--- config.mk ---
export PLATFORM = sky130hd
export DESIGN_NAME = smcg_sleep_ctrl
export DESIGN_NICKNAME = d
export VERILOG_FILES = /design/src/rtl/smcg_pkg.sv /design/src/rtl/smcg_sleep_ctrl.sv
export SDC_FILE = /design/constraint.sdc
export NUM_CORES = 1
export LEC_CHECK = 0
export BUFFER_PORTS_ARGS = -buffer_cell sky130_fd_sc_hd__buf_2
export CAP_MARGIN = 0
export CORE_MARGIN = 4
export CORE_UTILIZATION = 40
export CTS_CLUSTER_DIAMETER = 50
export DETAILED_ROUTE_END_ITERATION = 7
export GPL_ROUTABILITY_DRIVEN = 1
export MAX_ROUTING_LAYER = met4
export PLACE_DENSITY = 0.83
export RECOVER_POWER = 25
export SLEW_MARGIN = 20
export SYNTH_ARGS = -nofsm -noshare
export SYNTH_HDL_FRONTEND = slang
export SYNTH_SLANG_ARGS = --single-unit
--- constraint.sdc ---
create_clock -name clk -period 2.7 [get_ports clk]
set_clock_uncertainty 0.1 [all_clocks]
set_input_delay 0.54 -clock clk [delete_from_list [all_inputs] [get_ports clk]]
set_output_delay 0.54 -clock clk [all_outputs]
set_load 0.02 [all_outputs]
--- src/rtl/smcg_pkg.sv ---
// Package: mode codes, carrier structs and timing for the sleep controller
package smcg_pkg;

    localparam logic [2:0] SMCG_MODE_IDLE = 3'h0;
    localparam logic [2:0] SMCG_MODE_NOISE = 3'h1;
    localparam logic [2:0] SMCG_MODE_PDOWN = 3'h2;
    localparam logic [2:0] SMCG_MODE_PSAVE = 3'h3;
    localparam logic [2:0] SMCG_MODE_RSV4 = 3'h4;
    localparam logic [2:0] SMCG_MODE_RSV5 = 3'h5;
    localparam logic [2:0] SMCG_MODE_STBY = 3'h6;
    localparam logic [2:0] SMCG_MODE_XSTBY = 3'h7;

    // Standby wake-up length in main clock cycles
    localparam int SMCG_STBY_WAKE_CYC = 6;
    localparam logic [2:0] SMCG_STBY_WAKE_CNT = 3'(SMCG_STBY_WAKE_CYC);
    // Oscillator restart delay after power-down and power-save, fixed here
    localparam int SMCG_OSC_WAKE_CYC = 16;
    localparam logic [4:0] SMCG_OSC_WAKE_CNT = 5'(SMCG_OSC_WAKE_CYC);

    typedef enum logic [1:0] {
        SMCG_RUN,
        SMCG_SLEEP,
        SMCG_WAKE
    } smcg_state_t;

    // Wake-up sources as presented to the controller
    typedef struct packed {
        logic ext_irq_a_level;
        logic ext_irq_b_level;
        logic ext_irq_a_edge;
        logic ext_irq_b_edge;
        logic ext_irq_c;
        logic twi_addr_match;
        logic timer2_irq;
        logic nvm_ready;
        logic adc_done;
        logic other_io;
    } smcg_wake_t;

    // Clock domain enables
    typedef struct packed {
        logic core_clock;
        logic program_memory_clock;
        logic peripheral_io_clock;
        logic converter_clock;
        logic async_timer_clock;
    } smcg_clk_t;

    // Analog helper controls
    typedef struct packed {
        logic adc_on;
        logic cmp_on;
        logic bod_on;
        logic vref_on;
        logic wdt_on;
    } smcg_ana_t;

    typedef struct packed {
        smcg_state_t state;
        logic [2:0] mode;
        logic [4:0] cnt;
        logic adc_was_off;
        logic adc_long_conv;
        logic async_undef;
    } smcg_regs_t;

endpackage

--- src/rtl/smcg_sleep_ctrl.sv ---
// Sleep-mode clock gating controller
`timescale 1ns/1ps
module smcg_sleep_ctrl (
    input wire logic clk,
    input wire logic sys_rst,
    input wire logic sleep_req,
    input wire logic sleep_permit_bit,
    input wire logic [2:0] sleep_mode_select,
    input wire logic xtal_clock_sel,
    input wire logic async_timer_clock_select,
    input wire smcg_pkg::smcg_wake_t wake_src,
    input wire logic adc_enable,
    input wire logic cmp_enable,
    input wire logic cmp_uses_vref,
    input wire logic brownout_enable_fuse,
    input wire logic wdt_enable,
    output smcg_pkg::smcg_clk_t clk_en,
    output logic main_osc_en,
    output logic timer_osc_en,
    output smcg_pkg::smcg_ana_t ana_en,
    output logic input_buf_en,
    output logic wake_pin_buf_en,
    output logic core_halted,
    output logic wake_pulse,
    output logic adc_long_conv,
    output logic async_timer_undef
);

    smcg_pkg::smcg_regs_t r_r;
    smcg_pkg::smcg_regs_t r_nxt;

    // ------------------------------------------------------------
    // Mode decode helpers
    // ------------------------------------------------------------
    function automatic logic is_deep(input logic [2:0] m);
        return m != smcg_pkg::SMCG_MODE_IDLE &&
               m != smcg_pkg::SMCG_MODE_NOISE;
    endfunction

    function automatic logic is_async_mode(input logic [2:0] m);
        return m == smcg_pkg::SMCG_MODE_PSAVE ||
               m == smcg_pkg::SMCG_MODE_XSTBY;
    endfunction

    function automatic logic mode_legal(input logic [2:0] m,
                                        input logic xtal);
        logic ok;
        ok = 1'b1;
        unique case (m)
            smcg_pkg::SMCG_MODE_RSV4, smcg_pkg::SMCG_MODE_RSV5: ok = 1'b0;
            smcg_pkg::SMCG_MODE_STBY, smcg_pkg::SMCG_MODE_XSTBY: ok = xtal;
            default: ok = 1'b1;
        endcase
        return ok;
    endfunction

    function automatic logic keep_osc(input logic [2:0] m);
        return !is_deep(m) || m == smcg_pkg::SMCG_MODE_STBY ||
               m == smcg_pkg::SMCG_MODE_XSTBY;
    endfunction

    logic sleeping;
    logic wake_ok;
    logic ext_wake;
    logic [2:0] m;

    assign sleeping = r_r.state == smcg_pkg::SMCG_SLEEP;
    assign m = r_r.mode;

    // ------------------------------------------------------------
    // Wake qualification
    // ------------------------------------------------------------
    always_comb begin
        ext_wake = wake_src.ext_irq_c | wake_src.ext_irq_a_level |
                   wake_src.ext_irq_b_level;
        if (m == smcg_pkg::SMCG_MODE_IDLE) begin
            ext_wake = ext_wake | wake_src.ext_irq_a_edge |
                       wake_src.ext_irq_b_edge;
        end
        wake_ok = ext_wake | wake_src.twi_addr_match;
        if (!is_deep(m)) begin
            wake_ok = wake_ok | wake_src.nvm_ready | wake_src.adc_done |
                      wake_src.timer2_irq;
        end
        if (is_async_mode(m) && async_timer_clock_select) begin
            wake_ok = wake_ok | wake_src.timer2_irq;
        end
        if (m == smcg_pkg::SMCG_MODE_IDLE) begin
            wake_ok = wake_ok | wake_src.other_io;
        end
    end

    // ------------------------------------------------------------
    // State machine
    // ------------------------------------------------------------
    always_comb begin
        r_nxt = r_r;
        unique case (r_r.state)
            smcg_pkg::SMCG_RUN: begin
                if (sleep_req && sleep_permit_bit &&
                    mode_legal(sleep_mode_select, xtal_clock_sel)) begin
                    r_nxt.state = smcg_pkg::SMCG_SLEEP;
                    r_nxt.mode = sleep_mode_select;
                end
            end
            smcg_pkg::SMCG_SLEEP: begin
                if (wake_ok) begin
                    r_nxt.state = smcg_pkg::SMCG_WAKE;
                    r_nxt.cnt = keep_osc(m) ?
                        {2'h0, smcg_pkg::SMCG_STBY_WAKE_CNT} :
                        smcg_pkg::SMCG_OSC_WAKE_CNT;
                    if (m == smcg_pkg::SMCG_MODE_PSAVE &&
                        !async_timer_clock_select) begin
                        r_nxt.async_undef = 1'b1;
                    end
                end
            end
            smcg_pkg::SMCG_WAKE: begin
                r_nxt.cnt = r_r.cnt - 5'h01;
                if (r_r.cnt == 5'h01) begin
                    r_nxt.state = smcg_pkg::SMCG_RUN;
                end
            end
            default: r_nxt.state = smcg_pkg::SMCG_RUN;
        endcase
        if (!adc_enable) begin
            r_nxt.adc_was_off = 1'b1;
        end else if (r_r.adc_was_off) begin
            r_nxt.adc_was_off = 1'b0;
            r_nxt.adc_long_conv = 1'b1;
        end
        if (sleep_req && r_r.state == smcg_pkg::SMCG_RUN) begin
            r_nxt.async_undef = 1'b0;
        end
    end

    always_ff @(posedge clk or posedge sys_rst) begin
        if (sys_rst) begin
            r_r <= '{state: smcg_pkg::SMCG_RUN, mode: 3'h0, cnt: 5'h00,
                     adc_was_off: 1'b0, adc_long_conv: 1'b0,
                     async_undef: 1'b0};
        end else begin
            r_r <= r_nxt;
        end
    end

    // ------------------------------------------------------------
    // Clock, oscillator and analog controls
    // ------------------------------------------------------------
    logic asleep;
    assign asleep = r_r.state != smcg_pkg::SMCG_RUN &&
                    !(r_r.state == smcg_pkg::SMCG_WAKE &&
                      r_r.cnt == 5'h01);

    always_comb begin
        clk_en = '1;
        main_osc_en = 1'b1;
        timer_osc_en = async_timer_clock_select;
        if (sleeping) begin
            clk_en.core_clock = 1'b0;
            clk_en.program_memory_clock = 1'b0;
            if (m != smcg_pkg::SMCG_MODE_IDLE) begin
                clk_en.peripheral_io_clock = 1'b0;
            end
            if (is_deep(m)) begin
                clk_en.converter_clock = 1'b0;
                clk_en.async_timer_clock = is_async_mode(m) &&
                    async_timer_clock_select;
                timer_osc_en = is_async_mode(m) &&
                    async_timer_clock_select;
                main_osc_en = keep_osc(m);
            end
        end else if (asleep) begin
            clk_en.core_clock = 1'b0;
            clk_en.program_memory_clock = 1'b0;
        end
    end

    always_comb begin
        ana_en.adc_on = adc_enable;
        ana_en.cmp_on = cmp_enable && !(sleeping && is_deep(m));
        ana_en.bod_on = brownout_enable_fuse;
        ana_en.wdt_on = wdt_enable;
        ana_en.vref_on = brownout_enable_fuse | adc_enable |
            (cmp_enable && cmp_uses_vref);
    end

    assign input_buf_en = !(sleeping && !clk_en.peripheral_io_clock &&
                            !clk_en.converter_clock);
    assign wake_pin_buf_en = 1'b1;
    assign core_halted = asleep;
    assign wake_pulse = r_r.state == smcg_pkg::SMCG_WAKE &&
                        r_r.cnt == 5'h01;
    assign adc_long_conv = r_r.adc_long_conv;
    assign async_timer_undef = r_r.async_undef;

    // ------------------------------------------------------------
    // Checks
    // ------------------------------------------------------------
    a_permit_gates_sleep: assert property (
        @(posedge clk) disable iff (sys_rst)
        (r_r.state == smcg_pkg::SMCG_RUN && !sleep_permit_bit) |=>
        r_r.state == smcg_pkg::SMCG_RUN)
        else $error("sleep entered without permit");

    a_reserved_ignored: assert property (
        @(posedge clk) disable iff (sys_rst)
        (r_r.state == smcg_pkg::SMCG_RUN && sleep_req &&
         sleep_mode_select inside {3'h4, 3'h5}) |=>
        r_r.state == smcg_pkg::SMCG_RUN)
        else $error("reserved mode entered");

    a_idle_clocks: assert property (
        @(posedge clk) disable iff (sys_rst)
        (sleeping && m == smcg_pkg::SMCG_MODE_IDLE) |->
        !clk_en.core_clock && clk_en.peripheral_io_clock &&
        clk_en.converter_clock)
        else $error("idle clock gating wrong");

    a_noise_clocks: assert property (
        @(posedge clk) disable iff (sys_rst)
        (sleeping && m == smcg_pkg::SMCG_MODE_NOISE) |->
        !clk_en.peripheral_io_clock && clk_en.converter_clock)
        else $error("noise mode clock gating wrong");

    a_psave_clocks: assert property (
        @(posedge clk) disable iff (sys_rst)
        (sleeping && m == smcg_pkg::SMCG_MODE_PSAVE) |->
        clk_en.async_timer_clock == async_timer_clock_select &&
        !clk_en.converter_clock && !main_osc_en)
        else $error("power-save clock gating wrong");

    // Wake pulse is the sixth cycle after the qualifying wake source
    a_stby_wake_six: assert property (
        @(posedge clk) disable iff (sys_rst)
        (sleeping && m == smcg_pkg::SMCG_MODE_STBY && wake_ok) |->
        ##6 (wake_pulse && !core_halted))
        else $error("standby wake not six cycles");

    a_xstby_wake_six: assert property (
        @(posedge clk) disable iff (sys_rst)
        (sleeping && m == smcg_pkg::SMCG_MODE_XSTBY && wake_ok) |->
        ##6 (wake_pulse && !core_halted))
        else $error("extended standby wake not six cycles");

    a_deep_cmp_off: assert property (
        @(posedge clk) disable iff (sys_rst)
        (sleeping && is_deep(m)) |-> !ana_en.cmp_on)
        else $error("comparator on in deep sleep");

    a_light_cmp_kept: assert property (
        @(posedge clk) disable iff (sys_rst)
        (sleeping && !is_deep(m)) |-> ana_en.cmp_on == cmp_enable)
        else $error("comparator setting lost in light sleep");

    a_inbuf_off: assert property (
        @(posedge clk) disable iff (sys_rst)
        (sleeping && m == smcg_pkg::SMCG_MODE_PDOWN) |->
        !input_buf_en)
        else $error("input buffers on in power-down");

    // Lone edge request on either of the first two external lines
    a_edge_no_wake: assert property (
        @(posedge clk) disable iff (sys_rst)
        (sleeping && is_deep(m) &&
         (wake_src == 10'h080 || wake_src == 10'h040)) |=> sleeping)
        else $error("edge irq woke deep sleep");

    a_halt_until_wake: assert property (
        @(posedge clk) disable iff (sys_rst)
        (sleeping && !wake_ok) |=> (sleeping && core_halted))
        else $error("core released without wake source");

    a_wake_clocks_on: assert property (
        @(posedge clk) disable iff (sys_rst)
        (r_r.state == smcg_pkg::SMCG_WAKE) |->
        clk_en.peripheral_io_clock && clk_en.converter_clock &&
        main_osc_en)
        else $error("clocks not restored before resume");

    a_psave_undef: assert property (
        @(posedge clk) disable iff (sys_rst)
        (sleeping && m == smcg_pkg::SMCG_MODE_PSAVE &&
         !async_timer_clock_select && wake_ok) |=> async_timer_undef)
        else $error("async timer not marked undefined");

    a_adc_long_conv: assert property (
        @(posedge clk) disable iff (sys_rst)
        (!adc_enable ##1 adc_enable) |=> adc_long_conv)
        else $error("no extended conversion after converter restart");

    a_vref_for_cmp: assert property (
        @(posedge clk) disable iff (sys_rst)
        (cmp_enable && cmp_uses_vref) |-> ana_en.vref_on)
        else $error("reference off while comparator uses it");

    a_vref_unused_off: assert property (
        @(posedge clk) disable iff (sys_rst)
        (!brownout_enable_fuse && !adc_enable && !cmp_enable) |->
        !ana_en.vref_on)
        else $error("reference on with no user");

endmodule
==> results of run 1 <==
layout make-up:
class,instances,share of cell area
multi-input combinational,59,0.394
sequential,13,0.330
timing repair buffer,38,0.191
tap,25,0.0317
clock buffer,4,0.0266
inverter,7,0.0266
state kept, by name (all words and copies together), names as in the netlist:
register           count
m                      3
adc_long_conv          1
r_r                    8
async_timer_undef      1
cell usage in the layout, fill, tap and decap left out, drive strengths merged:
cell type	n
clkbuf	5
nand2b	3
a311o	1
buf	37
xnor2	1
mux2i	2
inv	7
nor3	2
o41ai	1
a21oi	3
a211o	1
nand4	1
a41o	1
xor2	2
nand3b	1
or3	3
and3	2
and2	1
ha	2
nor4	1
nand3	1
mux2	4
nor3b	1
a21boi	1
o21bai	1
nand2	8
or2	1
nor2b	2
dfrtp	13
a21o	2
conb	1
nor2	7
o21ai	2
report_power, final:
part / total (uW) / internal (uW) / switching [uW]
Sequential: 332 / 266 / 66.2
Clock: 118 / 57.4 / 60.7
Combinational: 406 / 180 / 227
Total: 857 / 503 / 354
critical path: cells and delay by family (launching register included):
family	cells	cell delay (ns)
DFF	1	0.42
and+or+nand+nor	3	0.55
buffers and inverters	2	0.22
synthesized netlist by cell type:
cell,n
ha_1,2
and3_1,1
a311o_1,1
nand2b_1,3
nand3_1,1
a21boi_0,1
nand3b_1,1
xnor2_1,1
a211o_1,1
o21bai_1,1
o41ai_1,1
xor2_1,2
nor3_1,2
inv_1,7
dfrtp_1,13
a21o_1,1
or3_1,3
nand2_1,8
or2_1,1
and2_1,1
and3_2,1
a21oi_1,3
a21o_2,1
nor2b_1,2
nor2_1,7
nand4_1,1
conb_1,1
mux2i_1,2
mux2_2,4
nor4_1,1
buf_6,1
buf_4,5
a41o_1,1
nor3b_1,1
o21ai_0,2
per-stage QoR:
step / instances / total power, uW / setup WS, ns
final: 146 / 857 / 0.578
after global routing: 146 / 937 / 0.471
after CTS: 146 / 868 / 0.569
after detailed placement: 142 / 749 / 0.659
after global placement: 142 / 738 / 0.709
after floorplan: 85 / 653 / 0.706
kinds of logic (layout without fill, tap and decap cells):
group / after synthesis / count (layout)
buffers and inverters: 13 / 49
multiplexers: 6 / 6
XOR/XNOR: 3 / 3
other: 1 / 1
AO/OA/AOI/OAI: 13 / 13
adder cells (fa/ha/maj): 2 / 2
AND/OR/NAND/NOR: 34 / 34
flip-flops: 13 / 13
metal layers:
layer	vias up	share of wire	wire, um
met5	-	0	0
met4	0	0.019	31
met3	5	0.068	110
met2	29	0.48	781
met1	317	0.43	692
li1	356	-	-
how the worst max path moves through the flow:
stage,start,endpoint,slack (ns),depth (start not counted)
6_report,r_r[12],ana_en[3],0.58,5
5_1_grt,r_r[12],ana_en[3],0.47,5
4_1_cts,r_r[12],ana_en[3],0.57,5
3_5_place_dp,async_timer_clock_select,r_r[7],0.66,5
3_3_place_gp,async_timer_clock_select,r_r[7],0.71,5
2_1_floorplan,r_r[4],clk_en[4],0.71,5
==> key figures, run 1 <==
Synth
  • Simple-gate share of the synthesized area: 0.222
  • Synth warn: 0
  • Top cell type by total area after synthesis: dfrtp_1
  • #FFs+latches synth: 13
  • Synth unique cells: 35
  • Synth Area in XOR/XNOR: 0.0333
  • Multiplexer area fraction after synthesis: 0.0824
  • Post-Syn Nets: 111
  • Syn Std Cell Area: 790 um2
  • Seq/Total Area, Yosys: 0.412
  • Largest family of logic cells by synthesized area: simple AND/OR/NAND/NOR gates
  • Post-Synth Adder-Cell Area: 0.0317
  • Post-synth top area share: 0.412
  • Syn Area/Cell: 9.29 um2
  • Gate Count Post-Synth: 85
  • Post-synthesis compound-gate area fraction: 0.119
  • Top cells by area, synth: dfrtp_1, mux2_2, buf_4

Worst setup path
  • Crit path largest cell delay: 0.42 ns
  • Worst path slowest cell: dfrtp_1
  • Critical Path Start Type: register
  • CP Max Fanout: 6
  • Internal reg-to-reg setup slack: 0.70 ns
  • Critical path endpoint category: output pin
  • CP Class: reg -> out
  • R2R cell count: 4
  • Endpoint required time on the critical path: 2.06 ns
  • Critical Path AT: 1.48 ns
  • Crit-path cells: nand2b_1 -> nor2_1 -> inv_1 -> and2_1 -> buf_2
  • Worst r2r dst: r_r[6]
  • R2R Path Start: m[1]

Layout
  • Post-route core utilization: 0.548
  • Share of cells above drive strength 1: 0.380
  • Area Overhead vs Synth: 25.0%
  • N_diodes: 0
  • Register area: 325 um2
  • FILL cells: 186
  • Multi-input logic area: 389 um2
  • Nets: 148
  • Post-route cell area: 987 um2

Drt
  • Vias/cell: 4.84
  • Number of vias in the routed layout: 707
  • DRT Pass-1 Iters: 4
  • DRT iter0 DRCs: 17
  • Routed Antenna Nets: 0
  • # DRC: 0
  • Routed len/inst: 11.1 um
  • Drt total wl: 1.62 mm

GRT
  • Vias in the first global route: 666
  • Met3 track demand over resource: 0.0256
  • Largest net degree at the start of global routing: 14
  • Global route hottest layer: met2
  • M2 GR Usage: 0.225
  • GRT Overall Usage: 0.138
  • Global-route met1 utilization: 0.162
  • First-pass GRT wire length: 2.71 mm
  • Initial antenna violation count: 0
  • Gr ovfl total: 0

Floorplanning
  • Ports: 42
  • Initial core utilization: 0.438
  • Row count: 15
  • Core ar.: 0.00180 mm2
  • Die Ht: 52.4 um
  • Die width: 52.4 um
  • Total die area: 0.00275 mm2

Pwr
  • Leak pwr: 0.000498 uW
  • Power per Cell Area: 868 mW/mm2
  • VDD IR max: 441 uV

Clock tree
  • Clock Latency Late Sink: 0.28 ns
  • CTS tree: built
  • H-tree lvl count: 1
  • Clock Sink Count: 13
  • Maximum root-to-sink buffer count: 2
  • Setup Buffers After CTS: 0
  • CTS resizes: 0
  • Worst-path clk slew: 0.08 ns
  • Hold buffers post-CTS: 0
  • Num CTS Buffers: 3
  • Clk root buf: clkbuf_4

STA
  • Final hold slack: 0.159 ns
  • Final setup viols: 0
  • Crit share post-route: 0.786
  • Unrepaired setup endpoints after global routing: no
  • Max Fclk: 471 MHz
  • Slew Viols, Final: 0
  • Setup TNS: 0 ns
  • Final min period: 2.12 ns
  • Final hold violations: 0

Place
  • Hpwl dp: 1.39 mm
  • IO Port Bufs: 38
  • DP Area: 962 um2
  • GP Congestion: 0.884

Flow run
  • # Max-Cap Violations: 0

Outcome
  • Status: finished clean

Min path
  • Worst hold path class: in -> async
Power figures use the tool's default switching activity.
==> run 2: changes to the inputs <==
CORE_UTILIZATION = 39   (was 40)
PLACE_DENSITY = 0.84   (was 0.83)
clock period = 1.78 ns   (was 2.7 ns; I/O delays follow)
==> run 2 against run 1 <==
Effect of this change: the flow now finishes with violations (hold timing, setup timing); design area grew 25%; setup slack got worse by 0.63 ns; wire length is 27% higher; power rose by 100%; critical path type unchanged; combinational power increased to 2.5 times the previous value; worst hold slack worse by 0.17 ns; largest cell class unchanged; highest routed layer unchanged; sequential power rose by 53%; non-clock buffer count grew 12; cell count rose by 9.6%; first-iteration DRC count fell by 65%.
==> key figures, run 2 (synthesized netlist as in run 1, its figures left out) <==
Clock tree
  • Num CTS Buffers: 3 (unchanged)
  • H-tree lvl count: 1 (unchanged)
  • Worst-path clk slew: 0.08 ns (about the same)
  • Hold buffers post-CTS: 0 (unchanged)
  • Clock Sink Count: 13 (unchanged)
  • Clk root buf: clkbuf_4
  • CTS tree: built
  • Maximum root-to-sink buffer count: 2 (unchanged)
  • Clock Latency Late Sink: 0.27 ns (about the same)

Layout
  • Biggest register: r_r
  • Max FFs per register: 8 (unchanged)
  • Nets: 160 (+8.1%)
  • Commonest non-fill, non-tap cells in the layout: buf_2, dfrtp_1, buf_4
  • Commonest non-fill, non-tap cell in the layout: buf_2
  • Post-route core utilization: 0.637 (+0.0893)
  • Area Overhead vs Synth: 56.7%
  • N_diodes: 0 (unchanged)
  • Share of cells above drive strength 1: 0.556 (+0.176)
  • Post-route cell area: 0.00124 mm2 (+25%)

Outcome
  • Failing checks: hold timing, setup timing
  • Status: complete, but fails checks

Drt
  • Routed len/inst: 12.8 um (+16%)
  • Routed Antenna Nets: 0 (unchanged)
  • DRT iter0 DRCs: 6 (-11)
  • # DRC: 0 (unchanged)
  • DRT Pass-1 Iters: 4 (unchanged)
  • Number of vias in the routed layout: 771 (+9.1%)
  • Drt total wl: 2.05 mm (+27%)
  • Vias/cell: 4.82 (-0.49%)

Pwr
  • Power per Cell Area: 1380 mW/mm2 (+59%)
  • VDD IR max: 795 uV (+80%)
  • Leak pwr: 0.000598 uW (+20%)

Floorplanning
  • Initial core utilization: 0.407 (-0.0316)
  • Ports: 42 (unchanged)
  • Die Ht: 53.0 um (+1.1%)
  • Total die area: 0.00281 mm2 (+2.2%)
  • Row count: 16 (+1)
  • Core ar.: 0.00194 mm2 (+7.8%)
  • Die width: 53.0 um (+1.1%)

STA
  • Slew Viols, Final: 0 (unchanged)
  • Final hold violations: 6 (+6)
  • Final min period: 1.83 ns
  • Max Fclk: 545 MHz
  • Setup ws final: -0.0544 ns (-0.632 ns)
  • Setup TNS: -0.186 ns (-0.186 ns)
  • Crit share post-route: 1.03
  • Final setup viols: 7 (+7)
  • Final hold slack: -0.0124 ns (-0.172 ns)
  • Unrepaired setup endpoints after global routing: yes

Worst setup path
  • CP Class: reg -> out
  • Endpoint required time on the critical path: 1.32 ns (-0.74 ns)
  • Crit-path cells: buf_6 -> nor2_4 -> or3_1 -> buf_6
  • Critical Path AT: 1.38 ns (-0.10 ns)
  • Critical path endpoint category: output pin
  • CP most frequent cell: buf_6
  • Worst path slowest cell: dfrtp_1
  • Critical Path Start Type: register
  • Crit path largest cell delay: 0.38 ns (-0.04 ns)
  • R2R cell count: 4 (unchanged)
  • CP Max Fanout: 4 (-2)

GRT
  • Largest net degree at the start of global routing: 14 (unchanged)
  • GRT Overall Usage: 0.168 (+0.0302)
  • Vias in the first global route: 835 (+25%)
  • First-pass GRT wire length: 3.46 mm (+27%)
  • Gr ovfl total: 0 (unchanged)
  • Initial antenna violation count: 0 (unchanged)

Place
  • IO Port Bufs: 38 (unchanged)
  • Hpwl dp: 1.47 mm (+6.0%)
  • DP Area: 0.00101 mm2 (+4.6%)
  • Setup WS pre-CTS: -0.0803 ns (-0.739 ns)
  • GP Congestion: 0.912 (+3.2%)

Min path
  • Worst hold path class: in -> async

Flow run
  • # Max-Cap Violations: 0 (unchanged)
-- run 2: cell count changes in the layout (fill, tap and decap cells not counted), moves of 2 or more --
cell and change:
inv_2 +2, buf_4 +12, nor2_4 +3, inv_1 -2
buf_2 -8, buf_6 +7, nor2_1 -4
-- run 2: routing by layer --
metal,share of wire,wire (um),global-route usage,up-vias
met2,0.54,1100,0.306,39
met3,0.076,155,0.0225,4
met1,0.37,764,0.192,349
met4,0.013,27,0.0468,0
met5,0,0,-,-
li1,-,-,-,379
-- run 2: critical path: cells and delay by family (launching register included) --
family / cells / cell delay, ns
DFF: 1 / 0.38
buffers and inverters: 2 / 0.29
and+or+nand+nor: 2 / 0.43
-- run 2: power by group --
part	switching, uW	internal (uW)	total, uW
registers	105	404	509
clock network	90.4	86.6	177
logic	508	518	1030
-- run 2: worst paths after layout --
check / start / slack, ns / end
setup / recovery: m[2] / -0.05 / clk_en[0]
hold / removal: sys_rst / -0.01 / m[1]
setup reg to reg: m[2] / -0.04 / r_r[6]
hold reg to reg: r_r[2] / 0.36 / adc_long_conv
max in group asynchronous: sys_rst / 1.24 / r_r[11]
min in group clk: adc_enable / 0.20 / r_r[2]
-- run 2: timing repair --
| item | in CTS | in global routing |
|---|---|---|
| gates resized for setup | 21 | 17 |
| buffers inserted | 4 | 3 |
| endpoints found under the setup margin | 13 | 18 |
| pin swaps | 6 | 7 |
| cloned | 0 | 0 |
-- run 2: area by class of cell --
cell class	instances	area (um2)
multi-input cells	59	487
flip-flops and latches	13	327
inverters	7	26.3
clock buffers	4	26.3
fillers	164	704
well taps	27	33.8
repair buffers	50	338
-- run 2: through the flow --
stage,total power [uW],std cells
2_1_floorplan,996,85
3_3_place_gp,1170,149
3_5_place_dp,1200,149
4_1_cts,1550,157
5_1_grt,1860,160
6_report,1710,160
